File: src/sysclk_div_pkg.sv
// constants, field layout and ratio decoding shared by the post-divider files
// assumes a 16-bit register port addressed by the printed byte offsets
//
// What this block does
// RL1 - each divider takes the bypass path and the pll path, ratio applies in both
// RL2 - first divider ratio: 00000 div1, 00001 div2, 00011 div4, reset 00011
// RL3 - second divider ratio: same codes and reset; 00010 and 00100-11111 reserved
// RL4 - third divider ratio: same codes and reset; remaining codes reserved
// RL5 - bit 15 is a read/write enable, reset 1; 0 disables, 1 enables
// RL6 - bits 14 to 5 read zero and writes to them are dropped
// RL7 - software writes only defined ratio codes; reserved codes behave arbitrarily
package sysclk_div_pkg;

  ////////////////////////////////////////////////////////////////////////////////
  // bus geometry
  localparam int unsigned ADDR_W  = 16;
  localparam int unsigned DATA_W  = 16;
  localparam int unsigned NUM_DIV = 3;

  // register offsets
  localparam logic [15:0] FIRST_SYSTEM_CLOCK_DIVIDER_CTRL_OFS = 16'h1C8C;
  localparam logic [15:0] SECOND_SYSTEM_CLOCK_DIVIDER_CTRL_OFS = 16'h1C8E;
  localparam logic [15:0] THIRD_SYSTEM_CLOCK_DIVIDER_CTRL_OFS = 16'h1C90;

  ////////////////////////////////////////////////////////////////////////////////
  // field layout
  localparam int unsigned ON_BIT   = 15;
  localparam int unsigned RATIO_HI = 4;
  localparam int unsigned RATIO_LO = 0;
  localparam int unsigned RATIO_W  = 5;
  localparam logic [15:0] KEEP_MASK = 16'h801F;

  // values after reset
  localparam logic               ON_RESET    = 1'b1;
  localparam logic [RATIO_W-1:0] RATIO_RESET = 5'h03;
  localparam logic [15:0]        CTRL_RESET  = 16'h8003;

  // defined ratio codes
  localparam logic [RATIO_W-1:0] RATIO_DIV1 = 5'h00;
  localparam logic [RATIO_W-1:0] RATIO_DIV2 = 5'h01;
  localparam logic [RATIO_W-1:0] RATIO_DIV4 = 5'h03;

  // divider counter width and terminal counts
  localparam int unsigned CNT_W = 3;
  localparam logic [CNT_W-1:0] TERM_DIV1 = 3'h0;
  localparam logic [CNT_W-1:0] TERM_DIV2 = 3'h1;
  localparam logic [CNT_W-1:0] TERM_DIV4 = 3'h3;

  // clock rate
  localparam int unsigned MCLK_HZ = 40000000;

  ////////////////////////////////////////////////////////////////////////////////
  // reserved codes fall back to divide by 4, the reset ratio
  function automatic logic [CNT_W-1:0] term_of(input logic [RATIO_W-1:0] ratio);
    case (ratio)
      RATIO_DIV1: term_of = TERM_DIV1;
      RATIO_DIV2: term_of = TERM_DIV2;
      RATIO_DIV4: term_of = TERM_DIV4;
      default:    term_of = TERM_DIV4;
    endcase
  endfunction : term_of

  function automatic logic [15:0] div_offset(input int unsigned idx);
    case (idx)
      0:       div_offset = FIRST_SYSTEM_CLOCK_DIVIDER_CTRL_OFS;
      1:       div_offset = SECOND_SYSTEM_CLOCK_DIVIDER_CTRL_OFS;
      default: div_offset = THIRD_SYSTEM_CLOCK_DIVIDER_CTRL_OFS;
    endcase
  endfunction : div_offset

endpackage : sysclk_div_pkg

File: src/system_clock_post_dividers.sv
// three system clock post-dividers behind a 16-bit register port
// assumes osc_pulse and pll_pulse are one-cycle pulses synchronous to mclk
`timescale 1ns/10ps
`default_nettype none
module system_clock_post_dividers
(
  // clock and reset
  input  wire logic        mclk,
  input  wire logic        rst,
  // clock path
  input  wire logic        bypass_mode,
  input  wire logic        osc_pulse,
  input  wire logic        pll_pulse,
  // register port
  input  wire logic [15:0] reg_addr,
  input  wire logic [15:0] reg_wdata,
  input  wire logic        reg_wr,
  input  wire logic        reg_rd,
  output logic      [15:0] reg_rdata,
  // divided clocks
  output logic             first_system_clock,
  output logic             second_system_clock,
  output logic             third_system_clock,
  // enable state
  output logic             first_divider_on,
  output logic             second_divider_on,
  output logic             third_divider_on
);

  localparam int unsigned N = sysclk_div_pkg::NUM_DIV;

  ////////////////////////////////////////////////////////////////////////////////
  // clock path select

  logic src_pulse;

  // one source feeds all three, so a ratio holds whether or not the pll is in use
  assign src_pulse = bypass_mode ? osc_pulse : pll_pulse;  // [RL1]

  ////////////////////////////////////////////////////////////////////////////////
  // registers and dividers

  logic [N-1:0]       hit;
  logic [N-1:0]       wr_hit;
  logic [N-1:0]       on;
  logic [N-1:0]       tick;
  logic [N-1:0][4:0]  ratio;
  logic [N-1:0][15:0] rd_val;

  genvar gi;
  generate
    for (gi = 0; gi < N; gi++)
    begin : g_div
      assign hit[gi] = (reg_addr == sysclk_div_pkg::div_offset(gi));
      // address-qualified write strobe, shared by the word and its checks
      assign wr_hit[gi] = reg_wr && hit[gi];

      divider_ctrl_reg u_ctrl
      (
        .mclk     (mclk),
        .rst      (rst),
        .wr       (wr_hit[gi]),
        .wdata    (reg_wdata),
        .on_q     (on[gi]),
        .ratio_q  (ratio[gi]),
        .rd_value (rd_val[gi])
      );

      post_divider u_div
      (
        .mclk      (mclk),
        .rst       (rst),
        .src_pulse (src_pulse),
        .on        (on[gi]),
        .ratio     (ratio[gi]),
        .tick_q    (tick[gi])
      );
    end
  endgenerate

  assign first_system_clock  = tick[0];
  assign second_system_clock = tick[1];
  assign third_system_clock  = tick[2];
  assign first_divider_on    = on[0];
  assign second_divider_on   = on[1];
  assign third_divider_on    = on[2];

  ////////////////////////////////////////////////////////////////////////////////
  // read path

  logic [15:0] rd_mux;
  logic [15:0] rdata_q;

  // unmapped addresses read as zero
  always_comb
  begin
    rd_mux = 16'h0000;
    for (int i = 0; i < N; i++)
      if (hit[i])
        rd_mux = rd_val[i];
  end

  // data stands only in the cycle after the strobe
  always_ff @(posedge mclk)
  begin
    if (rst)
      rdata_q <= 16'h0000;
    else if (reg_rd)
      rdata_q <= rd_mux;  // [RL6]
    else
      rdata_q <= 16'h0000;
  end

  assign reg_rdata = rdata_q;

  ////////////////////////////////////////////////////////////////////////////////
  // checking helpers: pulses since the last tick, and a settled flag set at the
  // first tick after the control word was last written or switched on
  // seen_q saturates at 7 so a stalled divider cannot wrap back into range

  logic [N-1:0][2:0] seen_q;
  logic [N-1:0]      settled_q;

  generate
    for (gi = 0; gi < N; gi++)
    begin : g_chk
      always_ff @(posedge mclk)
      begin
        if (rst || tick[gi])
          seen_q[gi] <= {2'b00, src_pulse};
        else if (src_pulse && seen_q[gi] != 3'h7)
          seen_q[gi] <= seen_q[gi] + 3'h1;
      end

      always_ff @(posedge mclk)
      begin
        if (rst || !on[gi] || wr_hit[gi])
          settled_q[gi] <= 1'b0;
        else if (tick[gi])
          settled_q[gi] <= 1'b1;
      end

      // period in source pulses matches the ratio once settled
      ratio_period_a : assert property (  // [RL2] [RL3] [RL4]
        @(posedge mclk) disable iff (rst)
        (tick[gi] && settled_q[gi] && !$past(wr_hit[gi]))
        |-> ({1'b0, seen_q[gi]} ==
             {1'b0, sysclk_div_pkg::term_of(ratio[gi])} + 4'h1)
      ) else $error("divided clock period does not match ratio");

      // disabled divider stays quiet
      disabled_quiet_a : assert property (  // [RL5]
        @(posedge mclk) disable iff (rst)
        !on[gi] |=> !tick[gi]
      ) else $error("tick from a disabled divider");

      // every tick follows a pulse of the selected path
      path_source_a : assert property (  // [RL1]
        @(posedge mclk) disable iff (rst)
        tick[gi]
        |-> ($past(bypass_mode) ? $past(osc_pulse) : $past(pll_pulse))
      ) else $error("tick without a pulse on the selected path");

      // divide by 1 ticks on every source pulse
      div_one_a : assert property (  // [RL2] [RL3] [RL4]
        @(posedge mclk) disable iff (rst)
        (on[gi] && ratio[gi] == sysclk_div_pkg::RATIO_DIV1 && src_pulse
         && !(reg_wr && hit[gi]))
        |=> tick[gi]
      ) else $error("divide by 1 missed a source pulse");

      // reset leaves the divider enabled at divide by 4
      reset_defaults_a : assert property (  // [RL5] [RL2] [RL3] [RL4]
        @(posedge mclk)
        rst |=> (rd_val[gi] == sysclk_div_pkg::CTRL_RESET)
      ) else $error("control word wrong after reset");

      // a divided period of two or four never ticks twice in a row
      tick_gap_a : assert property (  // [RL2] [RL3] [RL4]
        @(posedge mclk) disable iff (rst)
        (tick[gi] && ratio[gi] != sysclk_div_pkg::RATIO_DIV1) |=> !tick[gi]
      ) else $error("back to back ticks above divide by 1");

      // a write to this word lands at its strobe edge
      write_lands_a : assert property (  // [RL2] [RL3] [RL4] [RL5]
        @(posedge mclk) disable iff (rst)
        wr_hit[gi]
        |=> (on[gi] == $past(reg_wdata[sysclk_div_pkg::ON_BIT]))
            && (ratio[gi] == $past(reg_wdata[4:0]))
      ) else $error("write did not land in the control word");

      // without a write to it, a control word keeps its value
      word_holds_a : assert property (  // [RL5]
        @(posedge mclk) disable iff (rst)
        !wr_hit[gi] |=> ($stable(on[gi]) && $stable(ratio[gi]))
      ) else $error("control word changed without a write");

      // a read of this word returns its enable and ratio
      read_fields_a : assert property (  // [RL2] [RL3] [RL4] [RL5]
        @(posedge mclk) disable iff (rst)
        (reg_rd && hit[gi])
        |=> (reg_rdata[15] == $past(on[gi])) && (reg_rdata[4:0] == $past(ratio[gi]))
      ) else $error("read data does not match the control word");

      // the first tick follows the reset, never comes with it
      reset_quiet_a : assert property (  // [RL5]
        @(posedge mclk)
        rst |=> (!tick[gi] && on[gi])
      ) else $error("tick or disabled divider right after reset");

      // a write to an unmapped address leaves this word alone
      unmapped_write_a : assert property (
        @(posedge mclk) disable iff (rst)
        (reg_wr && !(|hit)) |=> $stable(rd_val[gi])
      ) else $error("unmapped write changed a control word");

      // counting restarts from zero when the divider is switched back on
      restart_count_a : assert property (  // [RL5]
        @(posedge mclk) disable iff (rst)
        ($rose(on[gi]) && ratio[gi] != sysclk_div_pkg::RATIO_DIV1) |=> !tick[gi]
      ) else $error("tick too early after enable");

      // once settled, no more source pulses than the ratio pass without a tick
      period_bound_a : assert property (  // [RL2] [RL3] [RL4]
        @(posedge mclk) disable iff (rst)
        settled_q[gi]
        |-> ({1'b0, seen_q[gi]} <= {1'b0, sysclk_div_pkg::term_of(ratio[gi])} + 4'h1)
      ) else $error("divider missed its tick");

      // an idle selected path gives no tick, whatever the other path does
      idle_path_a : assert property (  // [RL1]
        @(posedge mclk) disable iff (rst)
        (bypass_mode ? !osc_pulse : !pll_pulse)
        |=> !tick[gi]
      ) else $error("tick while the selected path was idle");

      // a tick only comes from a divider that was on
      tick_needs_on_a : assert property (  // [RL5]
        @(posedge mclk) disable iff (rst)
        tick[gi] |-> $past(on[gi])
      ) else $error("tick from a divider that was off");
    end
  endgenerate

  ////////////////////////////////////////////////////////////////////////////////
  // register port checks

  // reserved middle bits read as zero
  reserved_zero_a : assert property (  // [RL6]
    @(posedge mclk) disable iff (rst)
    reg_rd |=> (reg_rdata[14:5] == 10'h000)
  ) else $error("reserved bits read nonzero");

  // a write is read back with only kept bits
  write_readback_a : assert property (  // [RL5] [RL6]
    @(posedge mclk) disable iff (rst)
    (reg_wr && |hit ##1 reg_rd && $stable(reg_addr))
    |=> (reg_rdata == ($past(reg_wdata, 2) & sysclk_div_pkg::KEEP_MASK))
  ) else $error("read back differs from written value");

  // unmapped read gives zero
  unmapped_zero_a : assert property (
    @(posedge mclk) disable iff (rst)
    (reg_rd && !(|hit)) |=> (reg_rdata == 16'h0000)
  ) else $error("unmapped read is nonzero");

  // read data only in the cycle after the strobe
  read_window_a : assert property (
    @(posedge mclk) disable iff (rst)
    !reg_rd |=> (reg_rdata == 16'h0000)
  ) else $error("read data outside its cycle");

  // the port reads zero straight after reset
  reset_rdata_a : assert property (
    @(posedge mclk)
    rst |=> (reg_rdata == 16'h0000)
  ) else $error("read data nonzero after reset");

  ////////////////////////////////////////////////////////////////////////////////
  // scenarios

  cov_div4_period_c : cover property (
    @(posedge mclk) disable iff (rst)
    tick[0] && settled_q[0] && ratio[0] == sysclk_div_pkg::RATIO_DIV4
  );

  cov_div2_bypass_c : cover property (
    @(posedge mclk) disable iff (rst)
    bypass_mode && tick[1] && settled_q[1] && ratio[1] == sysclk_div_pkg::RATIO_DIV2
  );

  cov_disable_c : cover property (
    @(posedge mclk) disable iff (rst)
    on[2] ##1 !on[2]
  );

  cov_readback_c : cover property (
    @(posedge mclk) disable iff (rst)
    reg_wr && hit[0] ##1 reg_rd && hit[0]
  );

  cov_div1_c : cover property (
    @(posedge mclk) disable iff (rst)
    tick[2] && settled_q[2] && ratio[2] == sysclk_div_pkg::RATIO_DIV1
  );

endmodule : system_clock_post_dividers
`default_nettype wire

File: src/divider_ctrl_reg.sv
// one divider control word: enable bit and ratio field
// assumes the parent decodes the address and gives a one-cycle write strobe
`timescale 1ns/10ps
`default_nettype none
module divider_ctrl_reg
(
  // clock and reset
  input  wire logic        mclk,
  input  wire logic        rst,
  // write side
  input  wire logic        wr,
  input  wire logic [15:0] wdata,
  // fields
  output logic             on_q,
  output logic [4:0]       ratio_q,
  output logic [15:0]      rd_value
);

  always_ff @(posedge mclk)
  begin
    if (rst)
      on_q <= sysclk_div_pkg::ON_RESET;
    else if (wr)
      on_q <= wdata[sysclk_div_pkg::ON_BIT];  // [RL5]
  end

  always_ff @(posedge mclk)
  begin
    if (rst)
      ratio_q <= sysclk_div_pkg::RATIO_RESET;  // [RL2] [RL3] [RL4]
    else if (wr)
      ratio_q <= wdata[sysclk_div_pkg::RATIO_HI:sysclk_div_pkg::RATIO_LO];
  end

  // middle bits are never stored, so they read as zero
  assign rd_value = {on_q, 10'h000, ratio_q};  // [RL6]

endmodule : divider_ctrl_reg
`default_nettype wire

File: src/post_divider.sv
// one post-divider: counts source pulses and emits one tick per ratio
// assumes src_pulse is already the selected bypass or pll clock pulse
`timescale 1ns/10ps
`default_nettype none
module post_divider #(
  parameter int unsigned CNT_W = sysclk_div_pkg::CNT_W
)
(
  // clock and reset
  input  wire logic       mclk,
  input  wire logic       rst,
  // source and control
  input  wire logic       src_pulse,
  input  wire logic       on,
  input  wire logic [4:0] ratio,
  // divided clock tick
  output logic            tick_q
);

  logic [CNT_W-1:0] cnt_q;
  logic [CNT_W-1:0] term;

  assign term = sysclk_div_pkg::term_of(ratio);

  // >= keeps the count bounded when the ratio shrinks mid-period
  always_ff @(posedge mclk)
  begin
    if (rst || !on)
      cnt_q <= '0;  // [RL5]
    else if (src_pulse)
    begin
      if (cnt_q >= term)
        cnt_q <= '0;
      else
        cnt_q <= cnt_q + 1'b1;  // [RL2] [RL3] [RL4]
    end
  end

  always_ff @(posedge mclk)
  begin
    if (rst || !on)
      tick_q <= 1'b0;  // [RL5]
    else
      tick_q <= src_pulse && (cnt_q >= term);
  end

endmodule : post_divider
`default_nettype wire

File: config.mk
export PLATFORM = sky130hd
export DESIGN_NAME = system_clock_post_dividers
export DESIGN_NICKNAME = d
export VERILOG_FILES = /design/src/sysclk_div_pkg.sv /design/src/system_clock_post_dividers.sv /design/src/divider_ctrl_reg.sv /design/src/post_divider.sv
export SDC_FILE = /design/constraint.sdc
export NUM_CORES = 1
export LEC_CHECK = 0
export BUFFER_PORTS_ARGS = -buffer_cell sky130_fd_sc_hd__buf_2
export CAP_MARGIN = 20
export CORE_MARGIN = 2
export CORE_UTILIZATION = 50
export DETAILED_ROUTE_END_ITERATION = 7
export PLACE_DENSITY = 0.77
export SYNTH_ARGS = -nofsm -noshare
export SYNTH_HDL_FRONTEND = slang
export SYNTH_HIERARCHICAL = 1
export SYNTH_SLANG_ARGS = --single-unit
export TNS_END_PERCENT = 20
File: constraint.sdc
create_clock -name mclk -period 3.61 [get_ports mclk]
set_input_delay 1.083 -clock mclk [delete_from_list [all_inputs] [get_ports mclk]]
set_output_delay 1.083 -clock mclk [all_outputs]
set_load 0.1 [all_outputs]
### After elaboration in Yosys (flattened, before gate mapping)

Cells that the tools add are included.

* reductions and logical operators: 17
* $lt $le $gt $ge: 3
* bitwise gates (word level): 1
* eq/ne operators: 6
* $add $sub $neg: 3
* multiplexer cells: 10

Operators with widths (count)
* 16-bit by 13-bit == test with 1-bit output, second input constant: 3
* 16-bit two-way mux: 3
* 5-bit by 1-bit == test with 1-bit output, second input constant: 3
* 5-bit zero test: 3
* 2-bit case mux with 2 select lines: 3
* 3-bit by 1-bit adder with 3-bit output, second input constant: 3
* 3-bit by 2-bit greater-or-equal comparator with 1-bit output: 3
* 3-bit two-way mux: 3
* 1-bit logical AND: 6
* 4-bit OR reduction: 1
* 1-bit zero test: 3
* 1-bit logical OR: 3
* 2-bit OR reduction: 1
* 1-bit two-way mux: 1
* 1-bit inverter: 1

* input bits: 39
* word-level logic and storage cells: 54
* bits in registers: 46

### Longest topological paths before layout

Gate-level depths: netlist of run 1.

* word-level depth: 4
* depth in mapped cells: 8
* gate-level depth less buffers: 6

### Cells and area by module

Netlist of run 1, hierarchy kept.

By module, submodules not included
* divider_ctrl_reg: area an instance 349.1 um2, cells an instance 36, seq. area each 120.1 um2, times used 3
* system_clock_post_dividers: area an instance 860.8 um2, cells an instance 84, seq. area each 320.3 um2, times used 1
* post_divider: area an instance 236.5 um2, cells an instance 23, seq. area each 80.1 um2, times used 3

### Worst setup path before layout of run 1

OpenSTA, ideal clock, no wires.

* path type: input -> register
* from: input reg_addr[1]
* to: register g_div[2].u_ctrl.on_q
* arrival: 2367 ps
* required time: 3490 ps
* stages: 8
* buffers on the path: 3
* path slack: 1123 ps
* cells stage by stage: buf_6 nor4b_4 buf_6 nand2_1 nor2_1 buf_6 nor2b_2 a211o_1

* word-level cells in the longest chain between the ends: 2

Ends and longest elaborated chain
* from (decl): RTL line system_clock_post_dividers.sv:15 `input wire logic [15:0] reg_addr,`
* 16-bit by 13-bit == test with 1-bit output: RTL line system_clock_post_dividers.sv:54 `assign hit[gi] = (reg_addr == sysclk_div_pkg::div_offset(gi));`
* 1-bit logical AND: RTL line system_clock_post_dividers.sv:56 `assign wr_hit[gi] = reg_wr && hit[gi];`
* named net wr_hit[2]: RTL line system_clock_post_dividers.sv:44 `logic [N-1:0] wr_hit;`
* to (signal assigned): RTL line divider_ctrl_reg.sv:22 `on_q <= sysclk_div_pkg::ON_RESET;`
* to (signal assigned): RTL line divider_ctrl_reg.sv:24 `on_q <= wdata[sysclk_div_pkg::ON_BIT];`
* to (decl): RTL line divider_ctrl_reg.sv:14 `output logic on_q,`

The timed path passes the listed nets, and every way through them passes these cells.
A chain may end at the register's enable or synchronous reset.

### Final worst setup path of run 1

* from: input reg_addr[1]
* to: register g_div[2].u_ctrl.ratio_q[1]

* word-level cells in the longest chain between the ends: 2

Ends and longest elaborated chain
* 16-bit by 13-bit == test with 1-bit output: RTL line system_clock_post_dividers.sv:54
* 1-bit logical AND: RTL line system_clock_post_dividers.sv:56
* named net wr_hit[2]: RTL line system_clock_post_dividers.sv:44
* to (signal assigned): RTL line divider_ctrl_reg.sv:30 `ratio_q <= sysclk_div_pkg::RATIO_RESET;`
* to (signal assigned): RTL line divider_ctrl_reg.sv:32 `ratio_q <= wdata[sysclk_div_pkg::RATIO_HI:sysclk_div_pkg::RATIO_LO];`
* to (decl): RTL line divider_ctrl_reg.sv:15 `output logic [4:0] ratio_q,`

The timed path passes the listed nets, and every way through them passes these cells.

==> impl_metrics.env, run 1 <==
export IMPL_gp_congestion=0.754
export IMPL_layout_drive_gt1_share_pct=37.0
export IMPL_crit_path_cell_trace="buf_2, nor4b_4, buf_4, nand2_1, nor2_1, buf_4, nor2b_2, a211o_1"
export IMPL_max_cap_viol_count=0
export IMPL_layout_cells_non_filler=362
export IMPL_detailedRoute_firstIterationViolations=36
export IMPL_ctsHoldBuffers=0
export IMPL_vdd_ir_drop_max_mv=0.247
export IMPL_placeableCoreArea_um2=5070
export IMPL_antenna_cells_inserted=0
export IMPL_share_of_the_synthesized_area_in_the_top_cell_type_pct=35.2
export IMPL_post_cts_resize_count=0
export IMPL_ctsHtreeMaxLevel=2
export IMPL_maximum_number_of_pins_on_one_net_before_global_route_repair=26
export IMPL_finClkSkew_ns=0.00797
export IMPL_syn_area_um2=2620
export IMPL_cts_buffer_depth=2
export IMPL_setup_tns_ns=0
export IMPL_clock_sink_count=46
export IMPL_arrival_ns=2.54
export IMPL_post_route_cell_area_um2=2740
export IMPL_critical_path_max_fanout=19
export IMPL_post_place_cells=354
export IMPL_finish_utilization_pct=54.0
export IMPL_post_route_min_period_ns=2.35
export IMPL_chipWidth_um=76.4
export IMPL_synth_yosys_seq_area_share_pct=35.2
export IMPL_io_pin_count=61
export IMPL_via_count=1712
export IMPL_vias_in_the_first_global_route=1751
export IMPL_n_fill_cell=458
export IMPL_placement_io_buffers=50
export IMPL_worst_r2r_setup_slack_ns=1.96
export IMPL_initial_utilization_pct=51.6
export IMPL_layout_area_overhead_vs_synth_pct=4.73
export IMPL_crit_required_ns=3.80
export IMPL_synth_area_top_cells="dfxtp_1 35%, buf_4 15%, mux2_2 7.3%, mux2i_1 5.7%, a22oi_1 4.3%"
export IMPL_synthesis_instances=261
export IMPL_worst_setup_start_kind="primary input"
export IMPL_clock_insertion_delay_at_the_later_pin_of_the_skew_report_ns=0.30
export IMPL_count_of_final_setup_violators=0
export IMPL_via_per_inst=4.73
export IMPL_antenna_violating_nets_post_route=0
export IMPL_result_of_the_run="finished clean"
export IMPL_slew_violations=0
export IMPL_timing_hold_ws_ns=0.548
export IMPL_worst_path_most_repeated_cell="buf_4"
export IMPL_grt_remaining_overflow=0
export IMPL_drt_pass1_iter_count=4
export IMPL_post_cts_buffers=0
export IMPL_clkSlewWorstSetupHoldPaths_ns=0.09
export IMPL_timing_hold_violations_final=0
export IMPL_rsz_0062_raised_after_global_routing="false"
export IMPL_postSynthAreaPerCell_um2=10.0
export IMPL_synth_top_area_cell="dfxtp_1"
export IMPL_die_area_um2=5830
export IMPL_number_of_rows_in_the_core_area=26
export IMPL_timing_hold_worst_class="reg2reg"
export IMPL_drt_total_wl_mm=4.36
export IMPL_synth_lib_cells_used_distinct=29
export IMPL_placed_cell_area_um2=2650
export IMPL_tritoncts_clock_tree="done"
export IMPL_critPathKind="in2reg"
export IMPL_layout_worst_path_cycle_share_pct=65.2
export IMPL_nets=339
export IMPL_total_leakage_power_nw=1.17
export IMPL_cts_inserted_buffers=5
export IMPL_clk_root_buffer_cell="clkbuf_8"
export IMPL_dp_hpwl_mm=3.25
export IMPL_powerDensity_nw_per_um2=352
export IMPL_crit_path_max_incr_delay_ns=0.31
export IMPL_ys_warnings_count=6
export IMPL_wl_per_cell_um=12.0
export IMPL_worstSetupEndpointType="register"
export IMPL_drc_errors=0
export IMPL_floorplan_die_height_um=76.4
export IMPL_grt_total_usage_pct=16.1
export IMPL_timing_critical_path_slowest_stage_cell="nor4b_4"
export IMPL_grt_pass1_wl_mm=7.62
export IMPL_antenna_violations_before_repair=0
export IMPL_max_freq_ghz=0.425
export IMPL_synth_ff_latch_count=46
-- state kept, by name, indices dropped and copies added (netlist names) --
| signal | count |
|---|---|
| g_div.u_div/cnt_q | 9 |
| g_div.u_div/tick_q | 3 |
| reg_rdata | 16 |
| g_div.u_ctrl/on_q | 3 |
| g_div.u_ctrl/ratio_q | 15 |
-- Yosys cell counts, drive strengths merged --
library cell,n
buf,60
dfxtp,46
nor2,27
mux2,17
a22oi,16
mux2i,15
nor2b,13
a211o,9
ha,9
nor3,9
nand2b,6
o21ai,6
and3b,4
nand2,4
conb,3
inv,3
nor4,3
nor4b,3
xnor2,3
nand3,2
and4bb,1
nand4,1
nor4bb,1
-- through the flow --
stage                     total power (W)  setup WS (ns)
final                            0.000966           1.26
after global routing              0.00102           1.12
after CTS                        0.000976           1.24
after detailed placement         0.000657          0.914
after global placement           0.000651          0.952
after floorplan                  0.000648           1.12
-- worst max-delay path, delay by kind of cell --
kind	cells	cell delay, ns
AO/OA/AOI/OAI	1	0.22
buffers and inverters	3	0.70
AND/OR/NAND/NOR	4	0.52
-- power breakdown --
group / total, W / switching (W) / internal, W
clock network: 0.000321 / 0.000167 / 0.000154
registers: 0.000527 / 0.00000973 / 0.000518
logic: 0.000118 / 0.0000625 / 0.0000552
-- cells by family (layout without fill, tap and decap cells) --
group	count (synthesis)	after routing	synth area share, %
simple gates	74	74	18.2
other cells	3	30	0.430
buf+inv	63	67	18.1
flops	46	46	35.2
fa+ha+maj	9	9	4.30
xor+xnor	3	3	1.00
compound gates	31	31	9.80
mux	32	32	13.0
-- path summary, 6_finish.rpt --
path | from | to | cells past startpoint
max | reg_addr[1] | g_div[2].u_ctrl/ratio_q[1] | 8
min | g_div[2].u_ctrl/ratio_q[4] | g_div[2].u_ctrl/ratio_q[4] | 2
max reg2reg | g_div[0].u_ctrl/ratio_q[3] | g_div[0].u_div/tick_q | 6
min reg2reg | g_div[2].u_ctrl/ratio_q[4] | g_div[2].u_ctrl/ratio_q[4] | 2
-- placed cells by master (no fill, tap or decap), types with 6 or more instances in the layout --
master and count:
buf_2 50, dfxtp_1 46, conb_1 30, nor2_1 27
mux2_2 17, a22oi_1 15, mux2i_1 15, nor2b_2 9
a211o_1 9, nor3_1 9, ha_1 9, clkbuf_8 6
buf_4 6, nand2b_1 6, o21ai_2 6
-- area by class of cell --
type,count,area [um2],share of cell area (%)
well taps,70,87.6,3.19
inverters,3,11.3,0.411
clock buffers,6,82.6,3.01
clock inverters,2,12.5,0.456
flip-flops and latches,46,921,33.6
repair buffers,56,295,10.8
multi-input cells,179,1330,48.6
-- per-layer routing --
layer	vias up	global-route usage, %	share of wire (%)
met5	-	0	0
met2	22	29.6	53
met1	804	18.2	42
met4	0	4.91	1.1
li1	881	-	-
met3	5	4.03	3.2
(Power assumes the default switching activity.)
==> run 2: changes to the inputs <==
Settings changed: CORE_UTILIZATION 50 to 49, PLACE_DENSITY 0.77 to 0.79.
Clock period 3.61 ns to 2 ns, I/O delays scaled along.
==> run 2 against run 1 <==
  * Via count grew 2.9%
  * Clock skew is 0.0017 ns lower
  * Sequential share of layout area is 0.45 points lower
  * Clock power increased by 87%
  * Final cell count up 1.4%
  * Combinational power increased by 87%
  * Die area is 1.9% higher
  * Flip-flop and latch count is the same
  * Worst hold slack got worse by 0.00083 ns
  * Critical path depth decreased by 1
  * Total power up 83%
  * Sequential power rose by 80%
==> impl_metrics.env, run 2 (synthesis results as in run 1) <==
export IMPL_mostFrequentLayoutCells="50 x buf_2, 46 x dfxtp_1, 30 x conb_1"
export IMPL_gp_congestion=0.778
export IMPL_via_per_inst=4.80
export IMPL_placeableCoreArea_um2=5140
export IMPL_grt_total_usage_pct=16.7
export IMPL_grt_pass1_wl_mm=7.90
export IMPL_dp_hpwl_mm=3.58
export IMPL_via_count=1762
export IMPL_timing_hold_ws_ns=0.547
export IMPL_grt_remaining_overflow=0
export IMPL_worstSetupEndpointType="register"
export IMPL_post_route_min_period_ns=1.88
export IMPL_detailedRoute_firstIterationViolations=49
export IMPL_totalPowerFinal_w=0.00177
export IMPL_route_met2_wl_mm=2.44
export IMPL_floorplan_die_height_um=77.1
export IMPL_vdd_ir_drop_max_mv=0.358
export IMPL_post_route_cell_area_um2=2780
export IMPL_total_leakage_power_nw=1.20
export IMPL_ctsHtreeMaxLevel=2
export IMPL_layout_worst_path_cycle_share_pct=94.1
export IMPL_top_signal_layer_used="met4"
export IMPL_number_of_rows_in_the_core_area=26
export IMPL_clock_sink_count=46
export IMPL_tritoncts_clock_tree="done"
export IMPL_maximum_number_of_pins_on_one_net_before_global_route_repair=17
export IMPL_critPathKind="in2reg"
export IMPL_worst_setup_start_kind="primary input"
export IMPL_vias_in_the_first_global_route=1687
export IMPL_powerDensity_nw_per_um2=637
export IMPL_count_of_final_setup_violators=0
export IMPL_antenna_violating_nets_post_route=0
export IMPL_clkSlewWorstSetupHoldPaths_ns=0.08
export IMPL_die_area_um2=5940
export IMPL_initial_utilization_pct=50.9
export IMPL_final_common_cell="buf_2"
export IMPL_clk_root_buffer_cell="clkbuf_8"
export IMPL_cts_inserted_buffers=5
export IMPL_cts_buffer_depth=2
export IMPL_met3_length_um=148
export IMPL_max_freq_ghz=0.531
export IMPL_placement_io_buffers=50
export IMPL_result_of_the_run="finished clean"
export IMPL_drt_pass1_iter_count=4
export IMPL_ctsHoldBuffers=0
export IMPL_slew_violations=0
export IMPL_nets=344
export IMPL_wl_met1_mm=2.07
export IMPL_wl_per_cell_um=13.0
export IMPL_timing_hold_violations_final=0
export IMPL_io_pin_count=61
export IMPL_rsz_0062_raised_after_global_routing="false"
export IMPL_drt_total_wl_mm=4.76
export IMPL_clock_insertion_delay_at_the_later_pin_of_the_skew_report_ns=0.30
export IMPL_max_cap_viol_count=0
export IMPL_crit_required_ns=2.19
export IMPL_largest_register_ff_count=16
export IMPL_antenna_violations_before_repair=0
export IMPL_critical_path_max_fanout=8
export IMPL_post_cts_resize_count=0
export IMPL_drc_errors=0
export IMPL_arrival_ns=2.08
export IMPL_timing_hold_worst_class="reg2reg"
export IMPL_layout_drive_gt1_share_pct=38.0
export IMPL_finClkSkew_ns=0.00627
export IMPL_layout_area_overhead_vs_synth_pct=6.17
export IMPL_antenna_cells_inserted=0
export IMPL_post_cts_buffers=0
export IMPL_chipWidth_um=77.1
export IMPL_placed_cell_area_um2=2680
==> run 2: cell count changes in the layout (fill, tap and decap cells not counted), sizes merged <==
| cell | before | now |
|---|---|---|
| buf | 56 | 61 |
==> run 2: path summary, 6_finish.rpt <==
path / startpoint / endpoint / slack, ns / cells after the start
hold reg to reg: g_div[0].u_div/cnt_q[2] / g_div[0].u_div/cnt_q[2] / 0.55 / 2
hold / removal: g_div[0].u_div/cnt_q[2] / g_div[0].u_div/cnt_q[2] / 0.55 / 2
setup / recovery: reg_addr[9] / g_div[0].u_ctrl/ratio_q[0] / 0.12 / 7
setup reg to reg: g_div[0].u_ctrl/ratio_q[3] / g_div[0].u_div/tick_q / 0.32 / 6
==> run 2: per-layer routing <==
layer	vias up	track usage [%]
li1	896	-
met1	833	20.4
met2	24	28.1
met3	9	4.24
met4	0	7.14
met5	-	0
==> run 2: cell type report <==
class | instances | area [um2]
Fill cell | 508 | 2360
Multi-Input combinational cell | 179 | 1330
Sequential cell | 46 | 921
Timing Repair Buffer | 61 | 333
Tap cell | 70 | 87.6
Clock buffer | 6 | 82.6
Clock inverter | 2 | 12.5
Inverter | 3 | 11.3
==> run 2: report_power, final <==
part | total (W) | switching, W | internal (W)
Sequential | 0.000951 | 0.0000166 | 0.000934
Combinational | 0.000221 | 0.000117 | 0.000104
Clock | 0.000599 | 0.000321 | 0.000278
==> run 2: worst max-delay path: stages <==
cell      delay [ns]
buf_2           0.10
nor4b_2         0.31
nand3_1         0.18
nor4bb_2        0.35
buf_4           0.24
nor2b_2         0.07
a211o_1         0.23
==> run 2: through the flow <==
step                      instances  setup slack (ns)  setup TNS [ns]  utilization [%]
after global routing            367            0.0513               0             54.1
final                           367             0.118               0             54.1
after floorplan                 288            0.0533               0                -
after detailed placement        359            -0.132           -1.07             52.2
after CTS                       367             0.132               0             54.1
after global placement          359           -0.0821          -0.497             52.2
